File: src/flag_arith_consts.vh
`ifndef FLAG_ARITH_CONSTS_VH
`define FLAG_ARITH_CONSTS_VH

// ****************************************
// operation codes reported on op_code
// ****************************************
`define OP_NONE        5'h00
`define OP_FLAGS_TO_HA 5'h01
`define OP_HA_TO_FLAGS 5'h02
`define OP_ADD         5'h03
`define OP_ADC         5'h04
`define OP_INC         5'h05
`define OP_SUB         5'h06
`define OP_SUB_BORROW  5'h07
`define OP_DECR        5'h08
`define OP_COMPARE     5'h09
`define OP_NEG         5'h0a
`define OP_AAA         5'h0b

// ****************************************
// opcode patterns
// ****************************************
`define PAT_FLAGS_TO_HA 8'h9f
`define PAT_HA_TO_FLAGS 8'h9e
`define PAT_AAA         8'h37
`define PAT_GRP1_HI     6'h20
`define PAT_INCDEC_HI   7'h7f
`define PAT_NEG_HI      7'h7b
`define PAT_INC_REG_HI  5'h08
`define PAT_DEC_REG_HI  5'h09
`define PAT_COMPARE_RM_HI  7'h1d
`define PAT_COMPARE_REG_HI 7'h1c

// ****************************************
// sub-field values of the mod/reg/r-m byte
// ****************************************
`define SUB_ADD 3'h0
`define SUB_ADC 3'h2
`define SUB_SUB_BORROW 3'h3
`define SUB_SUB        3'h5
`define SUB_COMPARE    3'h7
`define SUB_INC        3'h0
`define SUB_DECR       3'h1
`define SUB_NEG 3'h3
`define MOD_REG 2'h3

// ****************************************
// clock counts
// ****************************************
`define CLK_2 4'h2
`define CLK_3 4'h3
`define CLK_6 4'h6
`define CLK_7 4'h7

`endif

File: src/flag_arith_decoder.v
`timescale 1ns/1ps
`include "flag_arith_consts.vh"

module flag_arith_decoder (
	// clock and reset
	input  wire       clk,
	input  wire       rst,
	// instruction bytes from the prefetch queue
	input  wire       instr_valid,
	input  wire [7:0] opcode,
	input  wire [7:0] modrm,
	// decode result to the datapath
	output reg        dec_valid_q,
	output reg        dec_known_q,
	output reg  [4:0] op_code_q,
	output reg  [3:0] clocks_q,
	output reg        has_modrm_q,
	output reg        mem_operand_q,
	output reg        word_op_q,
	output reg        reg_is_dest_q,
	output reg        sign_extend_q,
	output reg        acc_imm_q,
	output reg  [1:0] imm_bytes_q,
	output reg  [2:0] reg_num_q,
	output reg  [2:0] rm_num_q
);

	// ****************************************
	// combinational decode
	// ****************************************
	reg       known_d;
	reg [4:0] op_d;
	reg [3:0] clk_d;
	reg       modrm_d;
	reg       word_d;
	reg       dest_d;
	reg       sext_d;
	reg       acc_d;
	reg [1:0] imm_d;
	reg [2:0] reg_d;

	wire [2:0] sub   = modrm[5:3];
	wire       is_mem = (modrm[7:6] != `MOD_REG);

	// register-form cost or memory-form cost picked by mod
	function [3:0] cost;
		input       mem;
		input [3:0] rcost;
		input [3:0] mcost;
		begin
			cost = mem ? mcost : rcost;
		end
	endfunction

	always @* begin
		known_d = 1'b1;
		op_d    = `OP_NONE;
		clk_d   = 4'h0;
		modrm_d = 1'b0;
		word_d  = opcode[0];
		dest_d  = 1'b0;
		sext_d  = 1'b0;
		acc_d   = 1'b0;
		imm_d   = 2'h0;
		reg_d   = modrm[5:3];
		if (opcode == `PAT_FLAGS_TO_HA) begin
			op_d   = `OP_FLAGS_TO_HA;
			clk_d  = `CLK_2;
			word_d = 1'b0;
		end else if (opcode == `PAT_HA_TO_FLAGS) begin
			op_d   = `OP_HA_TO_FLAGS;
			clk_d  = `CLK_2;
			word_d = 1'b0;
		end else if (opcode == `PAT_AAA) begin
			op_d   = `OP_AAA;
			clk_d  = `CLK_3;
			word_d = 1'b0;
		end else if (opcode[7:6] == 2'b00 && opcode[2] == 1'b0
				&& opcode[5:3] != 3'b111 && opcode[5:3] != 3'b001
				&& opcode[5:3] != 3'b100 && opcode[5:3] != 3'b110) begin
			// two-operand register/memory forms, opcode 00xxx0dw
			modrm_d = 1'b1;
			dest_d  = opcode[1];
			case (opcode[5:3])
				3'b000: begin
					op_d  = `OP_ADD;
					clk_d = cost(is_mem, `CLK_2, `CLK_7);
				end
				3'b010: begin
					op_d  = `OP_ADC;
					clk_d = cost(is_mem, `CLK_2, `CLK_7);
				end
				3'b101: begin
					op_d  = `OP_SUB;
					clk_d = cost(is_mem, `CLK_2, `CLK_7);
				end
				3'b011: begin
					op_d  = `OP_SUB_BORROW;
					clk_d = cost(is_mem, `CLK_2, `CLK_7);
				end
				default: known_d = 1'b0;
			endcase
		end else if (opcode[7:6] == 2'b00 && opcode[2:1] == 2'b10) begin
			// accumulator-immediate forms, opcode 00xxx10w
			acc_d = 1'b1;
			clk_d = `CLK_3;
			imm_d = opcode[0] ? 2'h2 : 2'h1;
			case (opcode[5:3])
				3'b000:  op_d = `OP_ADD;
				3'b010:  op_d = `OP_ADC;
				3'b101:  op_d = `OP_SUB;
				3'b011:  op_d = `OP_SUB_BORROW;
				3'b111:  op_d = `OP_COMPARE;
				default: known_d = 1'b0;
			endcase
		end else if (opcode[7:1] == `PAT_COMPARE_RM_HI) begin
			op_d    = `OP_COMPARE;
			modrm_d = 1'b1;
			dest_d  = 1'b1;
			clk_d   = cost(is_mem, `CLK_2, `CLK_6);
		end else if (opcode[7:1] == `PAT_COMPARE_REG_HI) begin
			op_d    = `OP_COMPARE;
			modrm_d = 1'b1;
			clk_d   = cost(is_mem, `CLK_2, `CLK_7);
		end else if (opcode[7:2] == `PAT_GRP1_HI) begin
			// immediate group, sub-field picks the operation
			modrm_d = 1'b1;
			sext_d  = opcode[1];
			// second data byte only when s,w is 01
			imm_d   = (opcode[1:0] == 2'b01) ? 2'h2 : 2'h1;
			case (sub)
				`SUB_ADD: begin
					op_d  = `OP_ADD;
					clk_d = cost(is_mem, `CLK_3, `CLK_7);
				end
				`SUB_ADC: begin
					op_d  = `OP_ADC;
					clk_d = cost(is_mem, `CLK_3, `CLK_7);
				end
				`SUB_SUB: begin
					op_d  = `OP_SUB;
					clk_d = cost(is_mem, `CLK_3, `CLK_7);
				end
				`SUB_SUB_BORROW: begin
					op_d  = `OP_SUB_BORROW;
					clk_d = cost(is_mem, `CLK_3, `CLK_7);
				end
				`SUB_COMPARE: begin
					op_d  = `OP_COMPARE;
					clk_d = cost(is_mem, `CLK_3, `CLK_6);
				end
				default: known_d = 1'b0;
			endcase
		end else if (opcode[7:1] == `PAT_INCDEC_HI) begin
			modrm_d = 1'b1;
			case (sub)
				`SUB_INC: begin
					op_d  = `OP_INC;
					clk_d = cost(is_mem, `CLK_2, `CLK_7);
				end
				`SUB_DECR: begin
					op_d  = `OP_DECR;
					clk_d = cost(is_mem, `CLK_2, `CLK_7);
				end
				// other sub-fields belong to other slices
				default: known_d = 1'b0;
			endcase
		end else if (opcode[7:1] == `PAT_NEG_HI && sub == `SUB_NEG) begin
			op_d    = `OP_NEG;
			modrm_d = 1'b1;
			clk_d   = cost(is_mem, `CLK_2, `CLK_7);
		end else if (opcode[7:3] == `PAT_INC_REG_HI) begin
			op_d   = `OP_INC;
			clk_d  = `CLK_2;
			word_d = 1'b1;
			dest_d = 1'b1;
			reg_d  = opcode[2:0];
		end else if (opcode[7:3] == `PAT_DEC_REG_HI) begin
			op_d   = `OP_DECR;
			clk_d  = `CLK_2;
			word_d = 1'b1;
			dest_d = 1'b1;
			reg_d  = opcode[2:0];
		end else begin
			known_d = 1'b0;
		end
		// unknown opcodes clear op, clocks and flags; word bit, reg and r/m numbers still pass through
		if (!known_d) begin
			op_d    = `OP_NONE;
			clk_d   = 4'h0;
			modrm_d = 1'b0;
			dest_d  = 1'b0;
			sext_d  = 1'b0;
			acc_d   = 1'b0;
			imm_d   = 2'h0;
		end
	end

	// ****************************************
	// result register, one cycle after the byte
	// ****************************************
	always @(posedge clk) begin
		if (rst) begin
			dec_valid_q   <= 1'b0;
			dec_known_q   <= 1'b0;
			op_code_q     <= `OP_NONE;
			clocks_q      <= 4'h0;
			has_modrm_q   <= 1'b0;
			mem_operand_q <= 1'b0;
			word_op_q     <= 1'b0;
			reg_is_dest_q <= 1'b0;
			sign_extend_q <= 1'b0;
			acc_imm_q     <= 1'b0;
			imm_bytes_q   <= 2'h0;
			reg_num_q     <= 3'h0;
			rm_num_q      <= 3'h0;
		end else begin
			dec_valid_q <= instr_valid;
			// hold last result between valid bytes so the datapath sees it stable
			if (instr_valid) begin
				dec_known_q   <= known_d;
				op_code_q     <= op_d;
				clocks_q      <= clk_d;
				has_modrm_q   <= modrm_d;
				mem_operand_q <= modrm_d & is_mem;
				word_op_q     <= word_d;
				reg_is_dest_q <= dest_d;
				sign_extend_q <= sext_d;
				acc_imm_q     <= acc_d;
				imm_bytes_q   <= imm_d;
				reg_num_q     <= reg_d;
				rm_num_q      <= modrm[2:0];
			end
		end
	end

endmodule

File: config.mk
export PLATFORM = sky130hd
export DESIGN_NAME = flag_arith_decoder
export DESIGN_NICKNAME = d
export VERILOG_FILES = /design/src/flag_arith_decoder.v
export VERILOG_INCLUDE_DIRS = /design/src
export SDC_FILE = /design/constraint.sdc
export NUM_CORES = 1
export LEC_CHECK = 0
export ABC_AREA = 1
export BUFFER_PORTS_ARGS = -buffer_cell sky130_fd_sc_hd__buf_2
export CORE_MARGIN = 1.5
export CORE_UTILIZATION = 40
export CTS_BUF_LIST = sky130_fd_sc_hd__clkbuf_4 sky130_fd_sc_hd__clkbuf_8 sky130_fd_sc_hd__clkbuf_16
export DETAILED_ROUTE_END_ITERATION = 6
export GPL_TIMING_DRIVEN = 0
export MAX_ROUTING_LAYER = met4
export PLACE_DENSITY = 0.66
export SETUP_SLACK_MARGIN = 0.05
export SLEW_MARGIN = 0
export SYNTH_ARGS = -nofsm -noshare
export SYNTH_HDL_FRONTEND = slang
export SYNTH_SLANG_ARGS = --single-unit
File: constraint.sdc
create_clock -name clk -period 3.35 [get_ports clk]
set_input_delay 0.67 -clock clk [delete_from_list [all_inputs] [get_ports clk]]
set_output_delay 0.67 -clock clk [all_outputs]
set_load 0.1 [all_outputs]
# Word level (Yosys, flattened, before mapping)
# Index checks and enable logic that the tools add are counted.
totals:
  elab_cells: 181
  output_inout_bits: 25
  inputBits: 19
  regBits: 25
classes:
  n_reduce_logical: 15
  bitwise: 2
  eq_ne: 26
  mux: 125
ops:
  columns: ["operator", "count"]
  rows:
  - ["1-bit 2-to-1 mux", 65]
  - ["3-bit 2-to-1 mux", 19]
  - ["4-bit 2-to-1 mux", 13]
  - ["5-bit 2-to-1 mux", 10]
  - ["4-bit case mux with 5 select lines", 2]
  - ["2-bit 2-to-1 mux", 13]
  - ["8-bit equality test (second input constant)", 2]
  - ["7-bit by 5-bit equality test with 1-bit output (second input constant)", 2]
  - ["7-bit equality test (second input constant)", 2]
  - ["3-bit by 2-bit equality test with 1-bit output (second input constant)", 4]
  - ["3-bit equality test (second input constant)", 4]
  - ["3-bit case mux with 4 select lines", 1]
  - ["5-bit by 4-bit equality test with 1-bit output (second input constant)", 2]
  - ["5-bit OR reduction", 2]
  - ["3-bit != test (second input constant)", 3]
  - ["8-bit by 6-bit equality test with 1-bit output (second input constant)", 1]
  - ["4-bit case mux with 2 select lines", 1]
  - ["4-bit OR reduction", 2]
  - ["1-bit logical AND", 7]
  - ["6-bit equality test (second input constant)", 1]
  - ["3-bit logical NOT", 2]
  - ["3-bit case mux with 2 select lines", 1]
  - ["3-bit by 1-bit equality test with 1-bit output (second input constant)", 1]
  - ["3-bit by 1-bit != test with 1-bit output (second input constant)", 1]
  - ["other kinds (7)", 7]

# Logic depth before layout (Yosys ltp)
logic_depth:
  word_depth: 15
  mapped_depth: 14
  ltp_nobuf: 13

# Least setup slack after synthesis
# OpenSTA, ideal clock, no wires.
synth_timing:
  path_kind: "input to register"
  startpoint: "input opcode[5]"
  endpoint: "register clocks_q[0]"
  setup_time_ns: 0.070
  required_time_ns: 3.280
  path_slack_ns: 1.500
  t_arrival_ns: 1.779
  n_path_buf: 1
  path_stages: 11
  cell_sequence: "buf_4 > inv_2 > nor3_2 > nand3_2 > nand2_1 > inv_1 > nand2_1 > nand2_2 > a21oi_4 > nand2_1 > a21oi_1"
synth_via:
  elab_chain_cells: 14
  word_cells_on_any_way: 53
  classes_between: "eq/ne (18); mux (27); reduce/logical (8)"
synth_rtl:
  columns: ["item", "line_no", "text"]
  rows:
  - ["from (decl)", "flag_arith_decoder.v:10", "input wire [7:0] opcode,"]
  - ["5-bit by 4-bit equality test with 1-bit output (no line)", null, null]
  - ["1-bit 2-to-1 mux", "flag_arith_decoder.v:178", "end else if (opcode[7:3] == `PAT_DEC_REG_HI) begin"]
  - ["1-bit 2-to-1 mux", "flag_arith_decoder.v:172", "end else if (opcode[7:3] == `PAT_INC_REG_HI) begin"]
  - ["1-bit 2-to-1 mux", "flag_arith_decoder.v:168", "end else if (opcode[7:1] == `PAT_NEG_HI && sub == `SUB_NEG) begin"]
  - ["1-bit 2-to-1 mux", "flag_arith_decoder.v:154", "end else if (opcode[7:1] == `PAT_INCDEC_HI) begin"]
  - ["1-bit 2-to-1 mux", "flag_arith_decoder.v:125", "end else if (opcode[7:2] == `PAT_GRP1_HI) begin"]
  - ["1-bit 2-to-1 mux", "flag_arith_decoder.v:121", "end else if (opcode[7:1] == `PAT_COMPARE_REG_HI) begin"]
  - ["1-bit 2-to-1 mux", "flag_arith_decoder.v:116", "end else if (opcode[7:1] == `PAT_COMPARE_RM_HI) begin"]
  - ["1-bit 2-to-1 mux", "flag_arith_decoder.v:103", "end else if (opcode[7:6] == 2'b00 && opcode[2:1] == 2'b10) begin"]
  - ["1-bit 2-to-1 mux", "flag_arith_decoder.v:78", "end else if (opcode[7:6] == 2'b00 && opcode[2] == 1'b0"]
  - ["1-bit 2-to-1 mux", "flag_arith_decoder.v:74", "end else if (opcode == `PAT_AAA) begin"]
  - ["1-bit 2-to-1 mux", "flag_arith_decoder.v:70", "end else if (opcode == `PAT_HA_TO_FLAGS) begin"]
  - ["1-bit 2-to-1 mux", "flag_arith_decoder.v:66", "if (opcode == `PAT_FLAGS_TO_HA) begin"]
  - ["4-bit 2-to-1 mux *", "flag_arith_decoder.v:188", "if (!known_d) begin"]
  - ["to (signal assigned)", "flag_arith_decoder.v:223", "clocks_q <= clk_d;"]
  - ["to (decl)", "flag_arith_decoder.v:16", "output reg [3:0] clocks_q,"]
# Mark *: on every way between the ends. The rest lies on a longest branch, timed or not.
# A chain may end at the register's enable or synchronous reset.

# Final worst setup path
layout_timing:
  startpoint: "input modrm[3]"
  endpoint: "register clocks_q[0]"
layout_via:
  elab_chain_cells: 13
  word_cells_on_any_way: 35
  classes_between: "eq/ne (5); mux (25); reduce/logical (5)"
layout_rtl:
  columns: ["item", "line_no", "text"]
  rows:
  - ["from (decl)", "flag_arith_decoder.v:11", "input wire [7:0] modrm,"]
  - ["3-bit by 1-bit equality test with 1-bit output (tied with other cells)", null, null]
  - ["2-bit OR reduction (no line) / 1-bit logical AND (equally long branches)", null, null]
  - ["3-bit 2-to-1 mux (tied with other cells)", null, null]
  - ["4-bit 2-to-1 mux / 1-bit 2-to-1 mux (equally long branches)", "flag_arith_decoder.v:154", null]
  - ["4-bit 2-to-1 mux / 1-bit 2-to-1 mux (equally long branches)", "flag_arith_decoder.v:125", null]
  - ["4-bit 2-to-1 mux / 1-bit 2-to-1 mux (equally long branches)", "flag_arith_decoder.v:121", null]
  - ["4-bit 2-to-1 mux / 1-bit 2-to-1 mux (equally long branches)", "flag_arith_decoder.v:116", null]
  - ["4-bit 2-to-1 mux / 1-bit 2-to-1 mux (equally long branches)", "flag_arith_decoder.v:103", null]
  - ["4-bit 2-to-1 mux / 1-bit 2-to-1 mux (equally long branches)", "flag_arith_decoder.v:78", null]
  - ["4-bit 2-to-1 mux / 1-bit 2-to-1 mux (equally long branches)", "flag_arith_decoder.v:74", null]
  - ["4-bit 2-to-1 mux / 1-bit 2-to-1 mux (equally long branches)", "flag_arith_decoder.v:70", null]
  - ["4-bit 2-to-1 mux / 1-bit 2-to-1 mux (equally long branches)", "flag_arith_decoder.v:66", null]
  - ["4-bit 2-to-1 mux *", "flag_arith_decoder.v:188", null]
# Marked as above.

==> flow_metrics.env <==
export IMPL_required_ns=3.59
export IMPL_die_w_microns=63.5
export IMPL_arrival_ns=2.10
export IMPL_synth_area_sq_um=1470
export IMPL_wire_per_inst_microns=11.1
export IMPL_cts_resized=0
export IMPL_power_density_nw_per_um2=340
export IMPL_die_area_sq_um=4030
export IMPL_layout_commonest_cell="nand2_1"
export IMPL_route_vias_total=1617
export IMPL_first_global_vias=1416
export IMPL_die_y_microns=63.5
export IMPL_ys_flop_type="dfxtp_1"
export IMPL_hold_depth=2
export IMPL_cp_common_cell="nand2_1"
export IMPL_drive_gt1_share_pct=22.5
export IMPL_placed_cell_area_sq_um=1730
export IMPL_grt_max_degree=13
export IMPL_outcome="complete, no violations"
export IMPL_worstHoldPathType="reg -> reg"
export IMPL_clk_latency_ns=0.29
export IMPL_cts_tree="done"
export IMPL_crit_chain="buf_2 -> nand2_1 -> nor2_1 -> nand2_1 -> nor2_2 -> nor2_1 -> nand2_1 -> nand3_1 -> nand2_1 -> nand2_2 -> a21oi_4 -> nand2_1 -> a21oi_1"
export IMPL_async_reset_ff_share_pct=0
export IMPL_dr_pass1_iters=4
export IMPL_setup_worst_path_end_class="register"
export IMPL_leakage_nw=0.875
export IMPL_rr_endpoint="reg_num_q[2]$_SDFFE_PP0P_"
export IMPL_r2r_start="reg_num_q[2]$_SDFFE_PP0P_"
export IMPL_setup_viol=0
export IMPL_crit_fanout=5
export IMPL_drv_slew=0
export IMPL_syn_area_per_cell_sq_um=6.10
export IMPL_yosysWarnings=0
export IMPL_clock_sinks=23
export IMPL_drtAntennaViolNets=0
export IMPL_cts_buffer_depth=2
export IMPL_slowest_stage="a21oi_4"
export IMPL_drt_initial_drc_count=76
export IMPL_fin_crit_ns=1.86
export IMPL_antenna_cells=0
export IMPL_grt_ovfl_total=0
export IMPL_syn_to_final_growth_pct=19.9
export IMPL_final_cell_mix="nand2_1 (69), buf_2 (40), nor2_1 (26)"
export IMPL_slowest_delay_ns=0.19
export IMPL_reg2regPathDepth=4
export IMPL_rsz0062_at_grt="no"
export IMPL_ys_ff_latch=23
export IMPL_final_setup_tns_ns=0
export IMPL_cts_hold_buf=0
export IMPL_hold_viol=0
export IMPL_min_to="rm_num_q[2]$_SDFFE_PP0P_"
export IMPL_h_tree_depth=1
export IMPL_finalCritPeriodShare_pct=55.5
export IMPL_fin_nets=305
export IMPL_track_usage_pct=20.0
export IMPL_maxCapViolations=0
export IMPL_viasPerCell=4.89
export IMPL_grt_pass1_wl_mm=6.43
export IMPL_antenna_found_initial=0
export IMPL_seq_area_frac_synth_pct=31.4
export IMPL_n_fill_cell=377
export IMPL_place_congestion=0.917
export IMPL_ir_drop_mv=0.171
export IMPL_fmax_ghz=0.538
export IMPL_io_buffers=40
export IMPL_netlist_instances=240
export IMPL_finalWirelength_mm=3.67
export IMPL_post_cts_buffers=0
export IMPL_start_util_pct=42.9
export IMPL_r2r_slack_ns=2.70
export IMPL_dp_hpwl_mm=2.98
export IMPL_remaining_drc_errors=0
export IMPL_synth_edff_count=0
export IMPL_startpoint_type="input port"
export IMPL_clock_root_buffer="clkbuf_4"
export IMPL_core_sq_um=3420
export IMPL_fin_skew_ns=0
export IMPL_cts_buffers=3
export IMPL_rows=21
export IMPL_synth_cell_types=29
export IMPL_path_class="in -> reg"
export IMPL_design_area_sq_um=1760
export IMPL_clk_pin_slew_ns=0.11
export IMPL_pin_count=44
export IMPL_min_from="rm_num_q[2]$_SDFFE_PP0P_"
[sequential cells by signal, summed over array words and instances (netlist names), 2 cells and up]
signal / count
clocks_q: 3
rm_num_q: 3
op_code_q: 4
reg_num_q: 3
imm_bytes_q: 2
[how the worst max path moves through the flow]
stage | from | to | slack [ns] | depth (start not counted)
after detailed placement | modrm[3] | imm_bytes_q[0]$_SDFFE_PP0P_ | 1.21 | 13
after floorplan | opcode[5] | clocks_q[0]$_SDFFE_PP0P_ | 1.50 | 11
after global routing | modrm[3] | imm_bytes_q[0]$_SDFFE_PP0P_ | 1.29 | 13
after CTS | modrm[3] | imm_bytes_q[0]$_SDFFE_PP0P_ | 1.53 | 13
final | modrm[3] | clocks_q[0]$_SDFFE_PP0P_ | 1.49 | 13
after global placement | modrm[3] | clocks_q[0]$_SDFFE_PP0P_ | 1.17 | 13
[cell usage after synthesis, types with 2 or more instances]
library cell / n / area share, %
nor3_1: 3 / 1.0
buf_4: 3 / 1.5
a21oi_1: 25 / 8.5
o211ai_1: 3 / 1.5
clkbuf_1: 5 / 1.3
nand3_1: 18 / 6.1
nor2_1: 26 / 6.7
inv_2: 5 / 1.3
o21ai_0: 15 / 5.1
inv_1: 20 / 5.1
nor2_2: 2 / 0.85
dfxtp_1: 23 / 31
a31oi_1: 2 / 0.85
nand2_2: 4 / 1.7
nand2_1: 69 / 18
nand4_1: 2 / 0.85
nand3_2: 2 / 1.4
o31ai_1: 2 / 1.0
[through the flow]
step | std cells | hold WS, ns | power [mW] | setup WS (ns) | util (%)
final | 331 | 0.468 | 0.597 | 1.49 | 51.4
after global routing | 331 | 0.493 | 0.632 | 1.29 | 51.4
after CTS | 331 | 0.470 | 0.606 | 1.53 | 51.4
after detailed placement | 327 | 0.452 | 0.476 | 1.21 | 50.5
after global placement | 327 | 0.448 | 0.476 | 1.17 | 50.5
after floorplan | 241 | 0.739 | 0.434 | 1.50 | -
[worst max-delay path, delay by kind of cell]
kind,cells,cell delay [ns]
AND/OR/NAND/NOR,10,0.98
buffers and inverters,1,0.12
AO/OA/AOI/OAI,2,0.30
[logic make-up after synthesis]
family / count (synthesis) / share of synthesized area [%]
and+or+nand+nor: 130 / 38.6
AOI/OAI and AO/OA: 52 / 20.2
buffers and inverters: 34 / 9.48
DFF: 23 / 31.4
other: 1 / 0.256
[cell type report]
cell class | instances | area [sq um] | area share [%]
well taps | 46 | 57.6 | 3.28
clock buffers | 4 | 30.0 | 1.71
flip-flops and latches | 23 | 460 | 26.2
multi-input cells | 184 | 870 | 49.5
inverters | 26 | 97.6 | 5.56
repair buffers | 40 | 200 | 11.4
plain buffers | 8 | 41.3 | 2.35
[report_power, final]
group / internal [mW] / switching (mW)
Sequential: 0.283 / 0.00369
Clock: 0.0544 / 0.0720
Combinational: 0.0382 / 0.146
[per-layer routing]
layer | global-route usage (%) | part of all wire (%) | up-vias
met5 | - | 0 | -
met4 | 4.62 | 0.87 | 0
met3 | 2.86 | 5.0 | 4
met2 | 30.4 | 44 | 51
met1 | 28.0 | 50 | 688
li1 | - | - | 874
No activity file was read; power rests on OpenSTA's default activity.
